## src/tmr_pkg.sv

```systemverilog
// shared constants for the compare timer: register map, field layout, reset values
package tmr_pkg;

  // ----------------------------------------------------------------
  // widths
  // ----------------------------------------------------------------
  localparam int unsigned ADDR_W    = 8;
  localparam int unsigned DATA_W    = 32;
  localparam int unsigned COUNT_W   = 16;
  localparam int unsigned NUM_CH    = 3;
  localparam int unsigned DIV_CNT_W = 3;

  // ----------------------------------------------------------------
  // register byte addresses
  // ----------------------------------------------------------------
  localparam logic [ADDR_W-1:0] OFS_CTRL     = 8'h00;
  localparam logic [ADDR_W-1:0] OFS_COUNT    = 8'h04;
  localparam logic [ADDR_W-1:0] OFS_VECTOR   = 8'h08;
  localparam logic [ADDR_W-1:0] OFS_CAPMODE  = 8'h0c;
  localparam logic [ADDR_W-1:0] OFS_STATUS   = 8'h10;
  localparam logic [ADDR_W-1:0] OFS_MASK     = 8'h14;
  localparam logic [ADDR_W-1:0] OFS_CMP_BASE = 8'h20;
  localparam logic [ADDR_W-1:0] OFS_CMP_STEP = 8'h04;

  // ----------------------------------------------------------------
  // control register fields
  // ----------------------------------------------------------------
  localparam int unsigned CTRL_SRC_LSB  = 0;
  localparam int unsigned CTRL_MODE_LSB = 2;
  localparam int unsigned CTRL_DIV_LSB  = 4;
  localparam int unsigned CTRL_CLR_BIT  = 6;
  localparam int unsigned CTRL_W        = 6;

  // ----------------------------------------------------------------
  // status bits: one per channel, then overflow
  // ----------------------------------------------------------------
  localparam int unsigned STAT_OVF_BIT = NUM_CH;
  localparam int unsigned STAT_W       = NUM_CH + 1;

  // ----------------------------------------------------------------
  // vector codes
  // ----------------------------------------------------------------
  localparam logic [3:0] VEC_NONE = 4'h0;
  localparam logic [3:0] VEC_CH1  = 4'h2;
  localparam logic [3:0] VEC_CH2  = 4'h4;
  localparam logic [3:0] VEC_OVF  = 4'ha;

  // ----------------------------------------------------------------
  // reset values
  // ----------------------------------------------------------------
  localparam logic [CTRL_W-1:0]  CTRL_RST  = 6'h00;
  localparam logic [COUNT_W-1:0] COUNT_RST = 16'h0000;
  localparam logic [COUNT_W-1:0] CMP_RST   = 16'h0000;
  localparam logic [STAT_W-1:0]  STAT_RST  = 4'h0;

  // ----------------------------------------------------------------
  // count modes and clock sources
  // ----------------------------------------------------------------
  typedef enum logic [1:0] {
    MODE_STOP = 2'b00,
    MODE_UP   = 2'b01,
    MODE_CONT = 2'b10,
    MODE_RSVD = 2'b11
  } count_mode_e;

  typedef enum logic [1:0] {
    SRC_EXT = 2'b00,
    SRC_AUX = 2'b01,
    SRC_SUB = 2'b10,
    SRC_INV = 2'b11
  } count_src_e;

endpackage
```

## src/compare_timer.sv

```systemverilog
// compare timer with up and continuous modes, capture channels and a vector register
//
// Design decisions made here: strobed register access and the register offsets.
`timescale 1ns/1ps

module compare_timer
  import tmr_pkg::*;
(
  // clock and reset
  input  wire logic                     clk_sys,
  input  wire logic                     rstn,
  input  wire logic                     system_reset,
  // count sources
  input  wire logic                     inverted_count_clock,
  input  wire logic                     subsystem_clock,
  input  wire logic                     aux_clock,
  input  wire logic                     external_count_clock,
  // capture inputs
  input  wire logic [tmr_pkg::NUM_CH-1:0] capture_in,
  // register port
  input  wire logic [tmr_pkg::ADDR_W-1:0] reg_addr,
  input  wire logic [tmr_pkg::DATA_W-1:0] reg_wdata,
  input  wire logic                     reg_wr,
  input  wire logic                     reg_rd,
  output      logic [tmr_pkg::DATA_W-1:0] reg_rdata,
  // interrupt
  output      logic                     irq
);

  // ----------------------------------------------------------------
  // vector encoding, used for reads and for read-to-acknowledge
  // ----------------------------------------------------------------
  function automatic logic [3:0] vec_code(input logic [STAT_W-1:0] f);
    if (f[1])
    begin
      return VEC_CH1;
    end
    else if (f[2])
    begin
      return VEC_CH2;
    end
    else if (f[STAT_OVF_BIT])
    begin
      return VEC_OVF;
    end
    return VEC_NONE;
  endfunction

  function automatic logic [STAT_W-1:0] vec_bit(input logic [STAT_W-1:0] f);
    logic [STAT_W-1:0] b;
    b = '0;
    if (f[1])
    begin
      b[1] = 1'b1;
    end
    else if (f[2])
    begin
      b[2] = 1'b1;
    end
    else if (f[STAT_OVF_BIT])
    begin
      b[STAT_OVF_BIT] = 1'b1;
    end
    return b;
  endfunction

  // ----------------------------------------------------------------
  // state
  // ----------------------------------------------------------------
  logic [CTRL_W-1:0]  ctrl_q;
  logic [COUNT_W-1:0] count_value_q;
  logic [COUNT_W-1:0] cmp_q [NUM_CH];
  logic [NUM_CH-1:0]  capmode_q;
  logic [STAT_W-1:0]  flags_q;
  logic [STAT_W-1:0]  mask_q;
  logic [NUM_CH-1:0]  cap_prev_q;
  logic               src_prev_q;
  logic [DATA_W-1:0]  rdata_q;
  logic               irq_q;

  // ----------------------------------------------------------------
  // decode
  // ----------------------------------------------------------------
  logic              wr_ctrl;
  logic              wr_count;
  logic              wr_capmode;
  logic              wr_status;
  logic              wr_mask;
  logic              rd_vector;
  logic [NUM_CH-1:0] wr_cmp;
  logic              clr_req;
  logic              restart;

  assign wr_ctrl    = reg_wr && (reg_addr == OFS_CTRL);
  assign wr_count   = reg_wr && (reg_addr == OFS_COUNT);
  assign wr_capmode = reg_wr && (reg_addr == OFS_CAPMODE);
  assign wr_status  = reg_wr && (reg_addr == OFS_STATUS);
  assign wr_mask    = reg_wr && (reg_addr == OFS_MASK);
  assign rd_vector  = reg_rd && (reg_addr == OFS_VECTOR);

  always_comb
  begin
    for (int i = 0; i < NUM_CH; i++)
    begin
      wr_cmp[i] = reg_wr &&
                  (reg_addr == ADDR_W'(OFS_CMP_BASE + ADDR_W'(i) * OFS_CMP_STEP));
    end
  end

  // clear bit is a strobe, it is never stored
  assign clr_req = wr_ctrl && reg_wdata[CTRL_CLR_BIT];
  assign restart = clr_req || system_reset;

  // ----------------------------------------------------------------
  // control fields
  // ----------------------------------------------------------------
  count_mode_e mode;
  count_src_e  src_sel;
  logic [1:0]  div_sel;
  logic        run;

  assign mode    = count_mode_e'(ctrl_q[CTRL_MODE_LSB +: 2]);
  assign src_sel = count_src_e'(ctrl_q[CTRL_SRC_LSB +: 2]);
  assign div_sel = ctrl_q[CTRL_DIV_LSB +: 2];
  assign run     = (mode == MODE_UP) || (mode == MODE_CONT);

  // ----------------------------------------------------------------
  // source select and edge detect
  // ----------------------------------------------------------------
  logic src_lvl;
  logic tick;
  logic inc;

  always_comb
  begin
    unique case (src_sel)
      SRC_EXT: src_lvl = external_count_clock;
      SRC_AUX: src_lvl = aux_clock;
      SRC_SUB: src_lvl = subsystem_clock;
      SRC_INV: src_lvl = inverted_count_clock;
    endcase
  end

  assign tick = src_lvl && !src_prev_q;

  always_ff @(posedge clk_sys or negedge rstn)
  begin
    if (!rstn)
    begin
      src_prev_q <= 1'b0;
    end
    else
    begin
      src_prev_q <= src_lvl;
    end
  end

  count_prescaler u_prescaler (
    .clk_sys (clk_sys),
    .rstn    (rstn),
    .restart (restart),
    .run     (run),
    .div_sel (div_sel),
    .tick    (tick),
    .inc     (inc)
  );

  // ----------------------------------------------------------------
  // counter
  // ----------------------------------------------------------------
  logic               at_period;
  logic               wrap_ovf;
  logic [COUNT_W-1:0] count_nxt;

  // overflow comes only from a real wrap, so a cleared counter restarting
  // at zero cannot raise it on its first edge unless the channel 0 period is zero
  assign at_period = (mode == MODE_UP) && (count_value_q == cmp_q[0]);
  assign wrap_ovf  = inc && (at_period ||
                     ((mode == MODE_CONT) && (count_value_q == '1)));
  assign count_nxt = at_period ? COUNT_RST : count_value_q + COUNT_W'(1);

  always_ff @(posedge clk_sys or negedge rstn)
  begin
    if (!rstn)
    begin
      count_value_q <= COUNT_RST;
    end
    else if (restart)
    begin
      count_value_q <= COUNT_RST;
    end
    else if (wr_count)
    begin
      count_value_q <= reg_wdata[COUNT_W-1:0];
    end
    else if (inc)
    begin
      count_value_q <= count_nxt;
    end
  end

  // ----------------------------------------------------------------
  // control, capture mode and mask
  // ----------------------------------------------------------------
  // compare writes have no path into control, so a system reset leaves it clean
  always_ff @(posedge clk_sys or negedge rstn)
  begin
    if (!rstn)
    begin
      ctrl_q <= CTRL_RST;
    end
    else if (system_reset)
    begin
      ctrl_q <= CTRL_RST;
    end
    else if (wr_ctrl)
    begin
      ctrl_q <= reg_wdata[CTRL_W-1:0];
    end
  end

  always_ff @(posedge clk_sys or negedge rstn)
  begin
    if (!rstn)
    begin
      capmode_q <= '0;
      mask_q    <= '0;
    end
    else if (system_reset)
    begin
      capmode_q <= '0;
      mask_q    <= '0;
    end
    else
    begin
      if (wr_capmode)
      begin
        capmode_q <= reg_wdata[NUM_CH-1:0];
      end
      if (wr_mask)
      begin
        mask_q <= reg_wdata[STAT_W-1:0];
      end
    end
  end

  // ----------------------------------------------------------------
  // compare values and capture
  // ----------------------------------------------------------------
  logic [NUM_CH-1:0] cap_edge;
  logic [NUM_CH-1:0] cmp_hit;

  assign cap_edge = capture_in & ~cap_prev_q;

  always_ff @(posedge clk_sys or negedge rstn)
  begin
    if (!rstn)
    begin
      cap_prev_q <= '0;
    end
    else
    begin
      cap_prev_q <= capture_in;
    end
  end

  always_ff @(posedge clk_sys or negedge rstn)
  begin
    if (!rstn)
    begin
      for (int i = 0; i < NUM_CH; i++)
      begin
        cmp_q[i] <= CMP_RST;
      end
    end
    else
    begin
      for (int i = 0; i < NUM_CH; i++)
      begin
        if (wr_cmp[i])
        begin
          cmp_q[i] <= reg_wdata[COUNT_W-1:0];
        end
        else if (capmode_q[i] && cap_edge[i])
        begin
          cmp_q[i] <= count_value_q;
        end
      end
    end
  end

  // match uses the live compare value against the count being entered, so a
  // value raised just before an increment is seen on that very increment
  always_comb
  begin
    for (int i = 0; i < NUM_CH; i++)
    begin
      cmp_hit[i] = inc && !capmode_q[i] && (count_nxt == cmp_q[i]);
    end
  end

  // ----------------------------------------------------------------
  // flags, vector and interrupt
  // ----------------------------------------------------------------
  logic [STAT_W-1:0] flag_set;
  logic [STAT_W-1:0] flag_clr;

  always_comb
  begin
    flag_set               = '0;
    flag_set[NUM_CH-1:0]   = cmp_hit | (capmode_q & cap_edge);
    flag_set[STAT_OVF_BIT] = wrap_ovf;
    flag_clr               = '0;
    if (wr_status)
    begin
      flag_clr = reg_wdata[STAT_W-1:0];
    end
    if (wr_ctrl)
    begin
      // full control write empties the vector sources
      flag_clr = flag_clr | vec_bit('1) | ({STAT_W{1'b1}} & ~STAT_W'(1));
    end
    if (rd_vector)
    begin
      flag_clr = flag_clr | vec_bit(flags_q);
    end
  end

  // set wins over a status, control or vector-read clear in the same cycle; system reset wins over set
  always_ff @(posedge clk_sys or negedge rstn)
  begin
    if (!rstn)
    begin
      flags_q <= STAT_RST;
    end
    else if (system_reset)
    begin
      flags_q <= STAT_RST;
    end
    else
    begin
      flags_q <= (flags_q & ~flag_clr) | flag_set;
    end
  end

  always_ff @(posedge clk_sys or negedge rstn)
  begin
    if (!rstn)
    begin
      irq_q <= 1'b0;
    end
    else
    begin
      irq_q <= |(flags_q & mask_q);
    end
  end

  // ----------------------------------------------------------------
  // read port
  // ----------------------------------------------------------------
  logic [DATA_W-1:0] rd_mux;

  always_comb
  begin
    rd_mux = '0;
    unique case (reg_addr)
      OFS_CTRL:    rd_mux[CTRL_W-1:0]  = ctrl_q;
      OFS_COUNT:   rd_mux[COUNT_W-1:0] = count_value_q;
      OFS_VECTOR:  rd_mux[3:0]         = vec_code(flags_q);
      OFS_CAPMODE: rd_mux[NUM_CH-1:0]  = capmode_q;
      OFS_STATUS:  rd_mux[STAT_W-1:0]  = flags_q;
      OFS_MASK:    rd_mux[STAT_W-1:0]  = mask_q;
      default:
      begin
        for (int i = 0; i < NUM_CH; i++)
        begin
          if (reg_addr == ADDR_W'(OFS_CMP_BASE + ADDR_W'(i) * OFS_CMP_STEP))
          begin
            rd_mux[COUNT_W-1:0] = cmp_q[i];
          end
        end
      end
    endcase
  end

  // data stand only in the cycle after the strobe
  always_ff @(posedge clk_sys or negedge rstn)
  begin
    if (!rstn)
    begin
      rdata_q <= '0;
    end
    else if (reg_rd)
    begin
      rdata_q <= rd_mux;
    end
    else
    begin
      rdata_q <= '0;
    end
  end

  assign reg_rdata = rdata_q;
  assign irq       = irq_q;

endmodule

```

## src/count_prescaler.sv

```systemverilog
// input divider that lets the first tick after a restart through undivided
`timescale 1ns/1ps

module count_prescaler
  import tmr_pkg::*;
(
  // clock and reset
  input  wire logic                 clk_sys,
  input  wire logic                 rstn,
  // control
  input  wire logic                 restart,
  input  wire logic                 run,
  input  wire logic [1:0]           div_sel,
  // source edge in, increment out
  input  wire logic                 tick,
  output      logic                 inc
);

  // ----------------------------------------------------------------
  // state
  // ----------------------------------------------------------------
  logic                 first_q;
  logic [DIV_CNT_W-1:0] cnt_q;
  logic [DIV_CNT_W-1:0] limit;

  assign limit = DIV_CNT_W'((1 << div_sel) - 1);
  // first edge after restart counts at once, later ones are divided
  assign inc   = run && tick && (first_q || (cnt_q == limit));

  always_ff @(posedge clk_sys or negedge rstn)
  begin
    if (!rstn)
    begin
      first_q <= 1'b1;
    end
    else if (restart)
    begin
      first_q <= 1'b1;
    end
    else if (inc)
    begin
      first_q <= 1'b0;
    end
  end

  always_ff @(posedge clk_sys or negedge rstn)
  begin
    if (!rstn)
    begin
      cnt_q <= '0;
    end
    else if (restart || inc)
    begin
      cnt_q <= '0;
    end
    else if (run && tick)
    begin
      cnt_q <= cnt_q + DIV_CNT_W'(1);
    end
  end

endmodule

```

## config.mk

```make
export PLATFORM = sky130hd
export DESIGN_NAME = compare_timer
export DESIGN_NICKNAME = d
export VERILOG_FILES = /design/src/tmr_pkg.sv /design/src/compare_timer.sv /design/src/count_prescaler.sv
export SDC_FILE = /design/constraint.sdc
export NUM_CORES = 1
export LEC_CHECK = 0
export BUFFER_PORTS_ARGS = -buffer_cell sky130_fd_sc_hd__buf_2
export CORE_UTILIZATION = 45
export CTS_BUF_LIST = sky130_fd_sc_hd__clkbuf_16
export DETAILED_ROUTE_END_ITERATION = 8
export GPL_TIMING_DRIVEN = 0
export PLACE_DENSITY = 0.62
export SLEW_MARGIN = 20
export SYNTH_ARGS = -nofsm -noshare
export SYNTH_HDL_FRONTEND = slang
export SYNTH_SLANG_ARGS = --single-unit
```

## constraint.sdc

```tcl
create_clock -name clk_sys -period 3.9 [get_ports clk_sys]
set_input_delay 0.195 -clock clk_sys [delete_from_list [all_inputs] [get_ports clk_sys]]
set_output_delay 0.195 -clock clk_sys [all_outputs]
set_load 0.05 [all_outputs]
```

* Word level (Yosys, flattened, before mapping) *
Index checks and enable logic that the tools add are counted.

word-level totals
  word-level logic and storage cells = 141
  bits of input ports = 52
  output and inout port bits = 33
  register bits = 122

operators by class
  bitwise operators = 9
  reductions and logical operators = 48
  multiplexer cells = 47
  eq/ne operators = 19
  add/subtract/negate cells = 3
  shift operators = 1

operator list
  kind                   number
  $mux 16                14
  $eq 16x16->1           4
  $mux 4                 10
  $logic_and 1x1->1      25
  $eq 8x6->1 const B     3
  $pmux 10 s2            1
  $pmux 3 s6             1
  $add 16x1->16 const B  1
  $eq 16x16->1 const B   1
  $eq 8x4->1 const B     2
  $eq 8x5->1 const B     2
  $reduce_bool 2->1      8
  $mux 3                 4
  $mux 6                 2
  $mux 1                 10
  $and 4x4->4            2
  $eq 8x3->1 const B     1
  $logic_not 8->1        1
  $or 4x4->4             2
  $reduce_or 4->1        2
  $and 3x3->3            2
  $eq 2x2->1 const B     3
  $pmux 1 s6             1
  $pmux 2 s3             1
  15 further kinds       24

* Longest topological paths before layout *
Gate-level depths: netlist of the first run.

  depth after elaboration = 10
  depth in mapped cells = 10
  mapped depth without buffers = 9

* Hierarchy *
From an unflattened synthesis of the first run, not the netlist that was laid out.

second synthesis, totals
  cells, all modules = 799
  area total of the unflattened synthesis = 7,119.3 µm²

by module, submodules not included
  module           area each (µm²)  instances  seq. area each (µm²)  cells each
  compare_timer    6,871.6          1          2,552.4               774
  count_prescaler  247.7            1          101.3                 25

* Least setup slack after synthesis of the first run *
Ideal clock, no wire load.

  path type = flip-flop to flip-flop
  start point = register count_value_q[0]
  end point = register flags_q[0]
  slack = 1,477 ps
  required time = 3,796 ps
  library setup time = 104 ps
  period minus slack after synthesis = 2,423 ps
  buffers on the path = 1
  stages on the path, launching flop included = 9
  data arrival time = 2,319 ps
  path through = dfrtp_1 ha_1 buf_4 xnor2_1 o22ai_1 or4_1 nor4_2 a21oi_1 o41ai_2

on the way
  cells in the longest elaborated chain, start to end = 8
  elaborated cells on any way between the ends = 9
  those cells by class = add/sub: 1; eq/ne: 2; mux: 2; bitwise: 2; reduce/logical: 2

ends and longest elaborated chain
  what                                                   RTL line              source
  start, declared                                        compare_timer.sv:71   logic [COUNT_W-1:0] count_value_q;
  start signal, assigned                                 compare_timer.sv:194  count_value_q <= reg_wdata[COUNT_W-1:0];
  start signal, assigned                                 compare_timer.sv:198  count_value_q <= count_nxt;
  branches (longest 2 deep; another with $add 16x1->16)  -
  $mux 16 (*)                                            compare_timer.sv:180  assign count_nxt = at_period ? COUNT_RST : count_value_q + COUNT_W'(1);
  $eq 16x16->1 (*)                                       compare_timer.sv:298  cmp_hit[i] = inc && !capmode_q[i] && (count_nxt == cmp_q[i]);
  $logic_and 1x1->1 (*)                                  compare_timer.sv:298
  $or 3x3->3 (*)                                         compare_timer.sv:311  flag_set[NUM_CH-1:0] = cmp_hit | (capmode_q & cap_edge);
  $or 4x4->4 (*)                                         compare_timer.sv:342  flags_q <= (flags_q & ~flag_clr) | flag_set;
  $mux 4 (*)                                             compare_timer.sv:336  else if (system_reset)
  end signal, assigned                                   compare_timer.sv:342
  end, declared                                          compare_timer.sv:74   logic [STAT_W-1:0] flags_q;

Mark *: on every way between the ends.
A chain may end at the register's enable or synchronous reset.

* Worst setup path after layout of the first run *
  start point = register count_value_q[15]
  end point = register count_value_q[5]

on the way
  cells in the longest elaborated chain, start to end = 6

ends and longest elaborated chain
  what               RTL line              source
  $eq 16x16->1       compare_timer.sv:177  assign at_period = (mode == MODE_UP) && (count_value_q == cmp_q[0]);
  $logic_and 1x1->1  compare_timer.sv:177
  $mux 16            compare_timer.sv:180
  $mux 16            compare_timer.sv:196  else if (inc)
  $mux 16            compare_timer.sv:192  else if (wr_count)
  $mux 16            compare_timer.sv:188  else if (restart)

Every way passes these cells. The select of a mux whose other input is x is not followed.

==> summary.md, run 1 <==
| Metric | Value |
|---|---|
| Status | `finished clean` |
| Yosys warnings | `0` |
| Commonest cells post-synth | `dfrtp_1 (105), a21oi_1 (90), nor2_1 (81)` |
| Routed len/inst | `27.5 µm` |
| Synth area leaders | `dfrtp_1 (37%), a21oi_1 (6.4%), mux2i_1 (6.0%), nor2_1 (4.3%), a22oi_1 (4.0%)` |
| CP Class | `reg2reg` |
| Synth-to-Final Area Change | `13.0%` |
| DR vias | `7,155` |
| Layout Nets | `933` |
| Clock Power Share | `0.377` |
| Skew final | `0.0120 ns` |
| Area of the multi-input gates | `0.00401 mm²` |
| Total CTS buffers | `9` |
| Starting density of the core | `0.462` |
| Post-place setup slack | `0.791 ns` |
| Maximum clock path buffer count | `2` |
| Seq/Total Area, Yosys | `0.378` |
| Post-cts sizing count | `0` |
| Setup tns final | `0 ns` |
| Root Buffer | `clkbuf_16` |
| Die ar. | `0.0161 mm²` |
| Core area | `0.0152 mm²` |
| Layout cells sized above 1 | `0.156` |
| Final Critical Period | `3.20 ns` |
| Post-DR vias/cell | `6.69` |
| IO Port Bufs | `48` |
| Hold Path Stages | `3` |
| Vias in the first global route | `6,874` |
| H-tree Lvls | `3` |
| Area leader, netlist | `dfrtp_1` |
| Yosys cell types | `88` |
| Synth top area share | `0.374` |
| Worst slew pin tran | `1.16 ns` |
| Drt drc | `0` |
| Syn Inst Count | `798` |
| Power density over the cells | `318 mW/mm²` |
| IO Pins | `85` |
| Pin count of the biggest net entering global routing | `59` |
| Routability Congestion | `0.973` |
| Switch Pwr | `752 µW` |
| Initial antenna violation count | `0` |
| CP startpoint kind | `register` |
| VDD IR-drop max | `0.290 mV` |
| Top-count cell post-synth | `dfrtp_1` |
| Dpl hpwl | `21,800 µm` |
| Internal power | `1770 µW` |
| Mean Syn Cell Area | `8.80 µm²` |
| Crit end category | `register` |
| Fmax | `0.313 GHz` |
| DRT Wirelength | `29,400 µm` |
| RSZ-0062 raised after global routing | `false` |
| Drt initial violations | `926` |
| Crit-path max FO | `9` |
| Number of enable flip-flop cells after synthesis | `0` |
| Mapped Area | `0.00703 mm²` |
| Diode count | `0` |
| Die Y | `127 µm` |
| Remaining Overflow, GRT | `0` |
| First-pass DRT Iterations | `6` |
| Final Hold Fails | `0` |
| Critical path required time | `4.15 ns` |
| Total track usage | `0.377` |
| First-pass GRT wire length | `43,800 µm` |
| Fillcell total | `1,481` |
| FF/Latch Area | `0.00265 mm²` |
| Reg clk slew, reported paths | `0.07 ns` |
| Asr flop ratio synth | `1.00` |
| Tcrit/Tclk final | `0.820` |
| Final Slew Violations | `0` |
| Class of the worst hold path | `in2reg` |
| CTS tree | `done` |
| Primary FF master, synth | `dfrtp_1` |
| Reg power frac | `0.483` |
| Lkg Pwr | `0.00356 µW` |
| Overall power | `2520 µW` |
| Rel. slew slack | `0.221` |
| Comb pwr share | `0.140` |
| Maxcap violations | `0` |
| Final worst slack | `0.702 ns` |
| Switching part of the total | `0.298` |
| Row count | `45` |
| Die Span X | `127 µm` |
| Synthesis-stage register bit count | `106` |
| Final count of negative-setup-slack endpoints | `0` |
| Sink Count | `106` |
| Clock latency on the worst-skew pair | `0.37 ns` |
| FF-to-FF path depth | `8` |
| Worst Path Arrival | `3.45 ns` |
| Detail Route Antenna Nets | `0` |
state kept, by name, indices dropped and copies added, names as in the netlist, 4 cells and up:
signal,count
count_value_q,16
mask_q,4
cmp_q,48
flags_q,4
ctrl_q,6
reg_rdata,16
power groups by stage:
stage	Combinational, µW	Clock, µW	Sequential [µW]
final	353	950	1220
after floorplan	223	0	1200
after global placement	332	0	1240
after detailed placement	343	0	1230
after global routing	379	996	1220
after CTS	346	962	1210
cells by family (layout without fill, tap and decap cells):
group | after synthesis | count (layout) | synth area share
simple gates | 278 | 278 | 0.205
compound gates | 254 | 254 | 0.241
fa+ha+maj | 4 | 4 | 0.00712
flops | 106 | 106 | 0.378
mux | 43 | 43 | 0.0630
xor+xnor | 30 | 30 | 0.0438
buf+inv | 82 | 151 | 0.0611
other cells | 1 | 16 | 0.000534
layer usage:
layer | share of wire | global-route usage
met5 | 0 | 0
met4 | 0.055 | 0.203
met3 | 0.090 | 0.0717
met2 | 0.45 | 0.590
met1 | 0.40 | 0.495
final timing paths:
kind                                            startpoint                              end  slack [ns]
setup / recovery             count_value_q[15]$_DFFE_PN0P_     count_value_q[5]$_DFFE_PN0P_        0.70
hold / removal                               reg_wdata[10]            cmp_q[10]$_DFFE_PN0P_        0.09
setup reg to reg             count_value_q[15]$_DFFE_PN0P_     count_value_q[5]$_DFFE_PN0P_        0.70
hold reg to reg            u_prescaler.first_q$_DFFE_PN1N_  u_prescaler.first_q$_DFFE_PN1N_        0.47
max in group asynchronous                             rstn  u_prescaler.first_q$_DFFE_PN1N_        2.86
min in group asynchronous                             rstn          cap_prev_q[0]$_DFF_PN0_        0.32
area by class of cell:
| class | instances | area share |
|---|---|---|
| well taps | 188 | 0.0296 |
| multi-input cells | 625 | 0.505 |
| repair buffers | 53 | 0.0396 |
| flip-flops and latches | 106 | 0.334 |
| clock buffers | 9 | 0.0284 |
| inverters | 12 | 0.00567 |
| clock inverters | 7 | 0.00946 |
| plain buffers | 70 | 0.0484 |
placed cells by master, fill, tap and decap left out, types with 5 or more instances in the layout:
cell         n
o221ai_1     6
mux2i_1     42
buf_2       59
clkbuf_16    9
and2_1       5
nor4_1      10
nor3_1      19
a221o_1      5
a2bb2oi_1    5
nand4_1     11
nand3_1     26
buf_4       22
conb_1      16
inv_1       10
clkbuf_1    30
o21ai_0     39
a22oi_1     37
a31oi_1      5
or4_1        6
xnor2_1     22
nand2_1     67
dfrtp_1    105
a21oi_1     90
a211oi_1     7
nor2_1      81
a221oi_1     6
nor2b_1      5
nand2b_1     6
o22ai_1      6
metrics by stage:
step	util	instances	hold WS (ns)	instance area, µm²
2_1_floorplan	-	813	-0.101	7080
3_3_place_gp	0.497	1049	0.318	7560
3_5_place_dp	0.500	1050	0.165	7600
4_1_cts	0.522	1070	0.0895	7940
5_1_grt	0.522	1070	0.111	7940
6_report	0.522	1070	0.0930	7940
timing repair:
| action | 4_1_cts | 5_1_grt |
|---|---|---|
| setup buffers | 0 | 0 |
| hold endpoints to repair | 51 | 0 |
| hold buffers | 4 | 0 |
worst max-delay path, cell delays in order, from the launching register on:
cell and delay (ns):
dfrtp_1 0.36, clkbuf_1 0.27, xnor2_1 0.44, nand4_1 0.22, nor4_2 0.63, nand2_2 0.34
and3_1 0.32, a32o_1 0.28, a22o_1 0.22
No activity file was read; power rests on OpenSTA's default activity.
==> inputs of run 2 (changes only) <==
--- a/config.mk
+++ b/config.mk
@@ -5,6 +5,7 @@
 export SDC_FILE = /design/constraint.sdc
 export NUM_CORES = 1
 export LEC_CHECK = 0
+export ABC_AREA = 1
 export BUFFER_PORTS_ARGS = -buffer_cell sky130_fd_sc_hd__buf_2
 export CORE_UTILIZATION = 45
 export CTS_BUF_LIST = sky130_fd_sc_hd__clkbuf_16
==> constraint.sdc (replaced) <==
create_clock -name clk_sys -period 3.1 [get_ports clk_sys]
set_input_delay 0.155 -clock clk_sys [delete_from_list [all_inputs] [get_ports clk_sys]]
set_output_delay 0.155 -clock clk_sys [all_outputs]
set_load 0.05 [all_outputs]
==> summary.md, run 2 <==
| Metric | Value |
|---|---|
| Dpl hpwl | `21,500 µm (-1.2%)` |
| CP Class | `reg2reg` |
| Worst slew pin tran | `1.11 ns (-0.0477 ns)` |
| Power density over the cells | `476 mW/mm² (+50%)` |
| Maxcap violations | `0 (unchanged)` |
| Final count of negative-setup-slack endpoints | `0 (unchanged)` |
| Final Hold Fails | `0 (unchanged)` |
| Initial antenna violation count | `0 (unchanged)` |
| Placed cell areas | `0.00772 mm² (+1.6%)` |
| Synth-to-Final Area Change | `13.9%` |
| Gr busiest metal | `met2` |
| Mean Syn Cell Area | `6.94 µm² (-21%)` |
| CP startpoint | `capmode_q[2]$_DFFE_PN0P_` |
| Mapped Area | `0.00711 mm² (+1.2%)` |
| DRT Wirelength | `29,100 µm (-0.99%)` |
| Routed len/inst | `22.0 µm (-20%)` |
| Worst Path Arrival | `3.16 ns (-0.29 ns)` |
| Crit-path slowest cell | `nor2_1` |
| Synth area leaders | `dfrtp_1 (37%), nand2_1 (14%), inv_1 (7.7%), o21ai_0 (5.6%), nand3_1 (5.5%)` |
| Primary FF master, synth | `dfrtp_1` |
| Total CTS buffers | `9 (unchanged)` |
| Drt initial violations | `838 (-9.5%)` |
| Largest Register | `cmp_q` |
| Worst R2R Start | `capmode_q[2]$_DFFE_PN0P_` |
| Post-DR vias/cell | `5.69 (-15%)` |
| Crit end category | `register` |
| Worst path max stage delay | `0.75 ns (+0.12 ns)` |
| Crit-path max FO | `10 (+1)` |
| Asr flop ratio synth | `1.00 (unchanged)` |
| Number of enable flip-flop cells after synthesis | `0 (unchanged)` |
| CTS tree | `done` |
| Tcrit/Tclk final | `0.939 (+0.119)` |
| Total track usage | `0.373 (-0.00409)` |
| Synthesis-stage register bit count | `106 (unchanged)` |
| Root Buffer | `clkbuf_16` |
| Maximum clock path buffer count | `2 (unchanged)` |
| Sink Count | `106 (unchanged)` |
| Clock latency on the worst-skew pair | `0.37 ns (about the same)` |
| Post-place setup slack | `0.174 ns (-0.618 ns)` |
| GR Util met1 | `0.517 (+0.0214)` |
| Core area | `0.0153 mm² (+0.74%)` |
| Flip-flop count of the largest register after layout | `48 (unchanged)` |
| IO Port Bufs | `51 (+6.3%)` |
| Commonest cells post-synth | `nand2_1 (269), inv_1 (145), dfrtp_1 (105)` |
| Fmax | `0.344 GHz (+9.8%)` |
| Die Span X | `128 µm (+0.58%)` |
| Yosys warnings | `0 (unchanged)` |
| Status | `finished clean` |
| Lkg Pwr | `0.00408 µW (+15%)` |
| HP Start | `reg_wdata[12]` |
| Layout cells sized above 1 | `0.115 (-0.0413)` |
| Layout Nets | `1,162 (+25%)` |
| Routability Congestion | `0.998 (+2.5%)` |
| Placed insts | `1,302 (+24%)` |
| # Post-CTS Setup Buffers | `0 (unchanged)` |
| Post-cts sizing count | `0 (unchanged)` |
| DR vias | `7,517 (+5.1%)` |
| Die Y | `128 µm (+0.58%)` |
| Remaining Overflow, GRT | `0 (unchanged)` |
| Cell mode on critical path | `inv_1` |
| Detail Route Antenna Nets | `0 (unchanged)` |
| RSZ-0062 raised after global routing | `false` |
| Starting density of the core | `0.464 (+0.00208)` |
| Top-count cell post-synth | `nand2_1` |
| Seq/Total Area, Yosys | `0.373 (-0.00445)` |
| Non-Filler Instances | `1,322 (+24%)` |
| Area leader, netlist | `dfrtp_1` |
| Pin count of the biggest net entering global routing | `65 (+10%)` |
| Commonest cells after routing, fill and taps aside | `nand2_1 (269), inv_1 (146), dfrtp_1 (105), nor2_1 (93), o21ai_0 (80)` |
| Global routing usage on met2 | `0.542 (-0.0479)` |
| Rel. slew slack | `0.254 (+0.0324)` |
| Diode count | `0 (unchanged)` |
| Drt drc | `0 (unchanged)` |
| Final Critical Period | `2.91 ns (-0.286 ns)` |
| Final Slew Violations | `0 (unchanged)` |
| Met3 Use GR | `0.0910 (+0.0193)` |
| Final worst slack | `0.189 ns (-0.514 ns)` |
| Row count | `45 (unchanged)` |
| Syn Inst Count | `1,024 (+28%)` |
| Fillcell total | `1,602 (+8.2%)` |
| Most common cell after layout, fill and taps aside | `nand2_1` |
| IO Pins | `85 (unchanged)` |
| Critical path required time | `3.35 ns (-0.80 ns)` |
| Crit-path cells | `nand2_1 -> nor2_1 -> inv_1 -> nand2_1 -> inv_1 -> a221oi_1 -> inv_1` |
| Post-route cell area | `0.00810 mm² (+2.0%)` |
| Vias in the first global route | `7,239 (+5.3%)` |
| First-pass GRT wire length | `43,600 µm (-0.50%)` |
| Die ar. | `0.0163 mm² (+1.2%)` |
| First-pass DRT Iterations | `5 (-1)` |
| Reg clk slew, reported paths | `0.07 ns (about the same)` |
| Class of the worst hold path | `in2reg` |
| Skew final | `0.00632 ns (-0.00566 ns)` |
| Synth top area share | `0.370 (-0.00441)` |
| Setup tns final | `0 ns (unchanged)` |
| VDD IR-drop max | `0.306 mV (+5.5%)` |
| Yosys cell types | `41 (-53%)` |
| H-tree Lvls | `3 (unchanged)` |
| CP startpoint kind | `register` |
run 2: cell count changes after synthesis, sizes merged, moves of 17 or more:
cell and change:
o21ai +41, nand3 +50, inv +140, a22oi -37, nand2 +205, mux2i -42
xor2 +17, a21oi -63, xnor2 -21, o221ai +37
run 2: path summary, 6_finish.rpt:
path,slack (ns),cells after the start,end
max,0.19,7,cmp_q[5]$_DFFE_PN0P_
min,0.07,3,cmp_q[12]$_DFFE_PN0P_
max reg2reg,0.19,7,cmp_q[5]$_DFFE_PN0P_
min reg2reg,0.50,2,mask_q[1]$_DFFE_PN0P_
max in group asynchronous,2.10,3,cmp_q[21]$_DFFE_PN0P_
min in group asynchronous,0.34,2,u_prescaler.cnt_q[0]$_DFFE_PN0P_
run 2: repair_timing:
action,in CTS,in global routing
endpoints found under the setup margin,0,0
hold buffers,4,0
hold endpoints to repair,65,0
run 2: layer usage:
metal,vias to the layer above,wire [µm],share of wire
met2,435,12000,0.41
li1,3490,-,-
met4,0,1470,0.051
met5,-,0,0
met3,95,3100,0.11
met1,3497,12500,0.43
run 2: kinds of logic after synthesis:
| logic type | synth area share |
|---|---|
| AND/OR/NAND/NOR | 0.284 |
| AO/OA/AOI/OAI | 0.175 |
| buffers and inverters | 0.130 |
| flip-flops | 0.373 |
| adder cells (fa/ha/maj) | 0.00704 |
| other | 0.000527 |
| XOR/XNOR | 0.0296 |
run 2: worst max-delay path, delay by kind of cell, from the launching register on:
| family | cells | cell delay, ns |
|---|---|---|
| buffers and inverters | 3 | 0.64 |
| AND/OR/NAND/NOR | 3 | 1.35 |
| flip-flops | 1 | 0.45 |
| AO/OA/AOI/OAI | 1 | 0.35 |
run 2: power by group:
part           total (µW)  internal [µW]  switching [µW]
combinational         884            286             598
clock                1360            791             564
sequential           1620           1500             115
total                3860           2580            1280
run 2: stage by stage:
stage,hold slack (ns),power [µW],utilization
after floorplan,-0.141,2190,-
after global routing,0.0887,4020,0.529
after CTS,0.0633,3850,0.529
final,0.0714,3860,0.529
after detailed placement,0.199,2490,0.504
after global placement,0.283,2490,0.502
run 2: final cells by class:
cell class | count | area, µm² | share of cell area
inverters | 155 | 582 | 0.0718
plain buffers | 59 | 344 | 0.0425
multi-input cells | 719 | 3590 | 0.443
flip-flops and latches | 106 | 2650 | 0.328
clock inverters | 7 | 115 | 0.0142
well taps | 211 | 264 | 0.0326
clock buffers | 9 | 225 | 0.0278
repair buffers | 56 | 329 | 0.0406
==> inputs of run 3 (changes only) <==
--- a/config.mk
+++ b/config.mk
@@ -15,4 +15,5 @@
 export SLEW_MARGIN = 20
 export SYNTH_ARGS = -nofsm -noshare
 export SYNTH_HDL_FRONTEND = slang
+export SYNTH_HIERARCHICAL = 1
 export SYNTH_SLANG_ARGS = --single-unit
==> summary.md, run 3 <==
| Metric | Value |
|---|---|
| Total CTS buffers | `9 (unchanged)` |
| Die Span X | `129 µm (+0.70%)` |
| Primary FF master, synth | `dfrtp_1` |
| Status | `finished clean` |
| Drt drc | `0 (unchanged)` |
| Synth area leaders | `dfrtp_1 (36%), nand2_1 (15%), inv_1 (8.0%), nand3_1 (6.0%), nor2_1 (5.5%)` |
| Drt initial violations | `947 (+13%)` |
| Setup tns final | `0 ns (unchanged)` |
| Reg clk slew, reported paths | `0.08 ns (about the same)` |
| DR vias | `7,658 (+1.9%)` |
| Total track usage | `0.359 (-0.0145)` |
| Met2 wire len | `11,900 µm (-1.2%)` |
| Yosys cell types | `43 (+4.9%)` |
| Placed insts | `1,337 (+2.7%)` |
| IO Pins | `85 (unchanged)` |
| Met1 Wirelength | `12,500 µm (about the same)` |
| Seq/Total Area, Yosys | `0.368 (-0.00525)` |
| Mean Syn Cell Area | `6.82 µm² (-1.8%)` |
| Flip-flop count of the largest register after layout | `48 (unchanged)` |
| Dpl hpwl | `20,800 µm (-3.1%)` |
| Lkg Pwr | `0.00423 µW (+3.5%)` |
| Crit-path leading delay family | `simple AND/OR/NAND/NOR gates` |
| Rel. slew slack | `0.143 (-0.110)` |
| Skew final | `0.0128 ns (+0.00646 ns)` |
| Die ar. | `0.0165 mm² (+1.4%)` |
| Placed cell areas | `0.00783 mm² (+1.4%)` |
| Synth top area share | `0.364 (-0.00519)` |
| Overall power | `3680 µW (-4.6%)` |
| Starting density of the core | `0.467 (+0.00318)` |
| Row count | `45 (unchanged)` |
| Most common cell after layout, fill and taps aside | `nand2_1` |
| CP Class | `reg2reg` |
| Cell mode on critical path | `inv_1` |
| Post-layout util | `0.529 (about the same)` |
| Crit-path slowest cell | `nor2_1` |
| Synth-to-Final Area Change | `13.2%` |
| Sink Count | `106 (unchanged)` |
| Final Hold Fails | `0 (unchanged)` |
| Crit end category | `register` |
| DRT Wirelength | `28,700 µm (-1.2%)` |
| Commonest cells after routing, fill and taps aside | `nand2_1 (288), inv_1 (156), nor2_1 (105), dfrtp_1 (105), nand3_1 (86)` |
| Routed len/inst | `21.2 µm (-3.7%)` |
| Tcrit/Tclk final | `0.991 (+0.0524)` |
| Max Used Layer | `met4` |
| Syn Inst Count | `1,058 (+3.3%)` |
| First-pass DRT Iterations | `5 (unchanged)` |
| Area leader, netlist | `dfrtp_1` |
| Vias in the first global route | `7,046 (-2.7%)` |
| Final count of negative-setup-slack endpoints | `0 (unchanged)` |
| Crit-path cells | `nand2_1 -> nor2_1 -> inv_1 -> nand2_1 -> inv_1 -> a221oi_1 -> inv_1` |
| Core area | `0.0154 mm² (+0.74%)` |
| CP startpoint kind | `register` |
| Clock latency on the worst-skew pair | `0.37 ns (about the same)` |
| Met3 wire len | `3390 µm (+9.4%)` |
| Diode count | `0 (unchanged)` |
| Final Slew Violations | `0 (unchanged)` |
| Detail Route Antenna Nets | `0 (unchanged)` |
| # Post-CTS Setup Buffers | `0 (unchanged)` |
| Layout cells sized above 1 | `0.113 (-0.00177)` |
| Layout Nets | `1,197 (+3.0%)` |
| Initial antenna violation count | `0 (unchanged)` |
| Worst Path Arrival | `3.32 ns (+0.16 ns)` |
| IO Port Bufs | `52 (+2.0%)` |
| Non-Filler Instances | `1,357 (+2.6%)` |
| Die Y | `129 µm (+0.70%)` |
| Maxcap violations | `0 (unchanged)` |
| Worst path max stage delay | `0.67 ns (-0.08 ns)` |
| Critical path required time | `3.35 ns (about the same)` |
| Crit-path max FO | `8 (-2)` |
| Post-DR vias/cell | `5.64 (-0.75%)` |
| RSZ-0062 raised after global routing | `false` |
| Routability Congestion | `1.01 (+1.3%)` |
| Post-route cell area | `0.00816 mm² (+0.76%)` |
| Class of the worst hold path | `in2reg` |
| Largest Register | `cmp_q` |
| CTS tree | `done` |
| Worst slew pin tran | `1.28 ns (+0.168 ns)` |
| Commonest cells post-synth | `nand2_1 (288), inv_1 (153), dfrtp_1 (105), nor2_1 (105), nand3_1 (86)` |
| Number of enable flip-flop cells after synthesis | `0 (unchanged)` |
| Root Buffer | `clkbuf_16` |
| Buf/Inv on CP | `3 (unchanged)` |
| First-pass GRT wire length | `42,400 µm (-2.7%)` |
| Fmax | `0.325 GHz (-5.3%)` |
| Yosys warnings | `6 (+6)` |
| Pin count of the biggest net entering global routing | `61 (-6.2%)` |
| VDD IR-drop max | `0.297 mV (-3.0%)` |
| Mapped Area | `0.00721 mm² (+1.4%)` |
| Final Critical Period | `3.07 ns (+0.162 ns)` |
| Synthesis-stage register bit count | `106 (unchanged)` |
| Asr flop ratio synth | `1.00 (unchanged)` |
| H-tree Lvls | `3 (unchanged)` |
| Maximum clock path buffer count | `2 (unchanged)` |
| Top-count cell post-synth | `nand2_1` |
| Power density over the cells | `451 mW/mm² (-5.3%)` |
| Remaining Overflow, GRT | `0 (unchanged)` |
-- run 3: changes by cell type after synthesis, sizes merged, moves of 3 or more --
cell    before  now
a21oi       28   39
buf         39   36
clkbuf      20   23
clkinv       3    0
inv        152  159
nand2      274  297
nand3       79   88
nor2        99  108
o22ai       20    9
xor2        22   12
-- run 3: worst paths after layout --
| kind | from | end | slack [ns] | depth (start not counted) |
|---|---|---|---|---|
| setup / recovery | capmode_q[2]$_DFFE_PN0P_ | cmp_q[11]$_DFFE_PN0P_ | 0.03 | 7 |
| hold / removal | reg_wdata[3] | cmp_q[3]$_DFFE_PN0P_ | 0.03 | 3 |
| setup reg to reg | capmode_q[2]$_DFFE_PN0P_ | cmp_q[11]$_DFFE_PN0P_ | 0.03 | 7 |
| hold reg to reg | u_prescaler/first_q$_DFFE_PN1P_ | u_prescaler/first_q$_DFFE_PN1P_ | 0.50 | 2 |
| max in group asynchronous | rstn | irq$_DFF_PN0_ | 2.11 | 3 |
| min in group asynchronous | rstn | reg_rdata[9]$_DFF_PN0_ | 0.34 | 2 |
-- run 3: repair_timing --
action,CTS,global route
setup endpoints to repair,0,1
endpoints found under the hold margin,61,0
gates resized for setup,0,1
hold buffers,4,0
-- run 3: final cells by class --
class                           count  area [µm²]
Sequential cell                   106        2650
Clock buffer                        9         225
Buffer                             59         347
Inverter                          159         597
Multi-Input combinational cell    749        3680
Tap cell                          211         264
Timing Repair Buffer               57         334
Fill cell                        1652        7270
Clock inverter                      7        62.6
-- run 3: kinds of logic after synthesis --
group,Yosys count,share of synthesized area
xor gates and xnor gates,15,0.0182
buffers and inverters,218,0.131
and+or+nand+nor,516,0.301
AOI/OAI and AO/OA,198,0.174
DFF,106,0.368
other,1,0.000520
adders and majority gates,4,0.00694
-- run 3: worst register-to-register path, stage by stage, from the launching register on --
cell and delay, ns:
dfrtp_1 0.44, nand2_1 0.07, nor2_1 0.67, inv_1 0.44
nand2_1 0.58, inv_1 0.33, a221oi_1 0.34, inv_1 0.09
-- run 3: layer usage --
| layer | vias up | track usage |
|---|---|---|
| met5 | - | 0 |
| met4 | 0 | 0.140 |
| met3 | 65 | 0.0952 |
| met2 | 485 | 0.518 |
| met1 | 3527 | 0.509 |
| li1 | 3581 | - |
-- run 3: power by group --
| group | internal (µW) | switching, µW |
|---|---|---|
| Sequential | 1500 | 105 |
| Combinational | 283 | 609 |
| Clock | 621 | 564 |
-- run 3: stage by stage --
step / hold WS, ns / worst slack, ns
after floorplan: -0.141 / 1.13
after global placement: 0.280 / 0.248
after detailed placement: 0.177 / 0.214
after CTS: 0.0344 / 0.188
after global routing: 0.0298 / 0.0697
final: 0.0322 / 0.0266
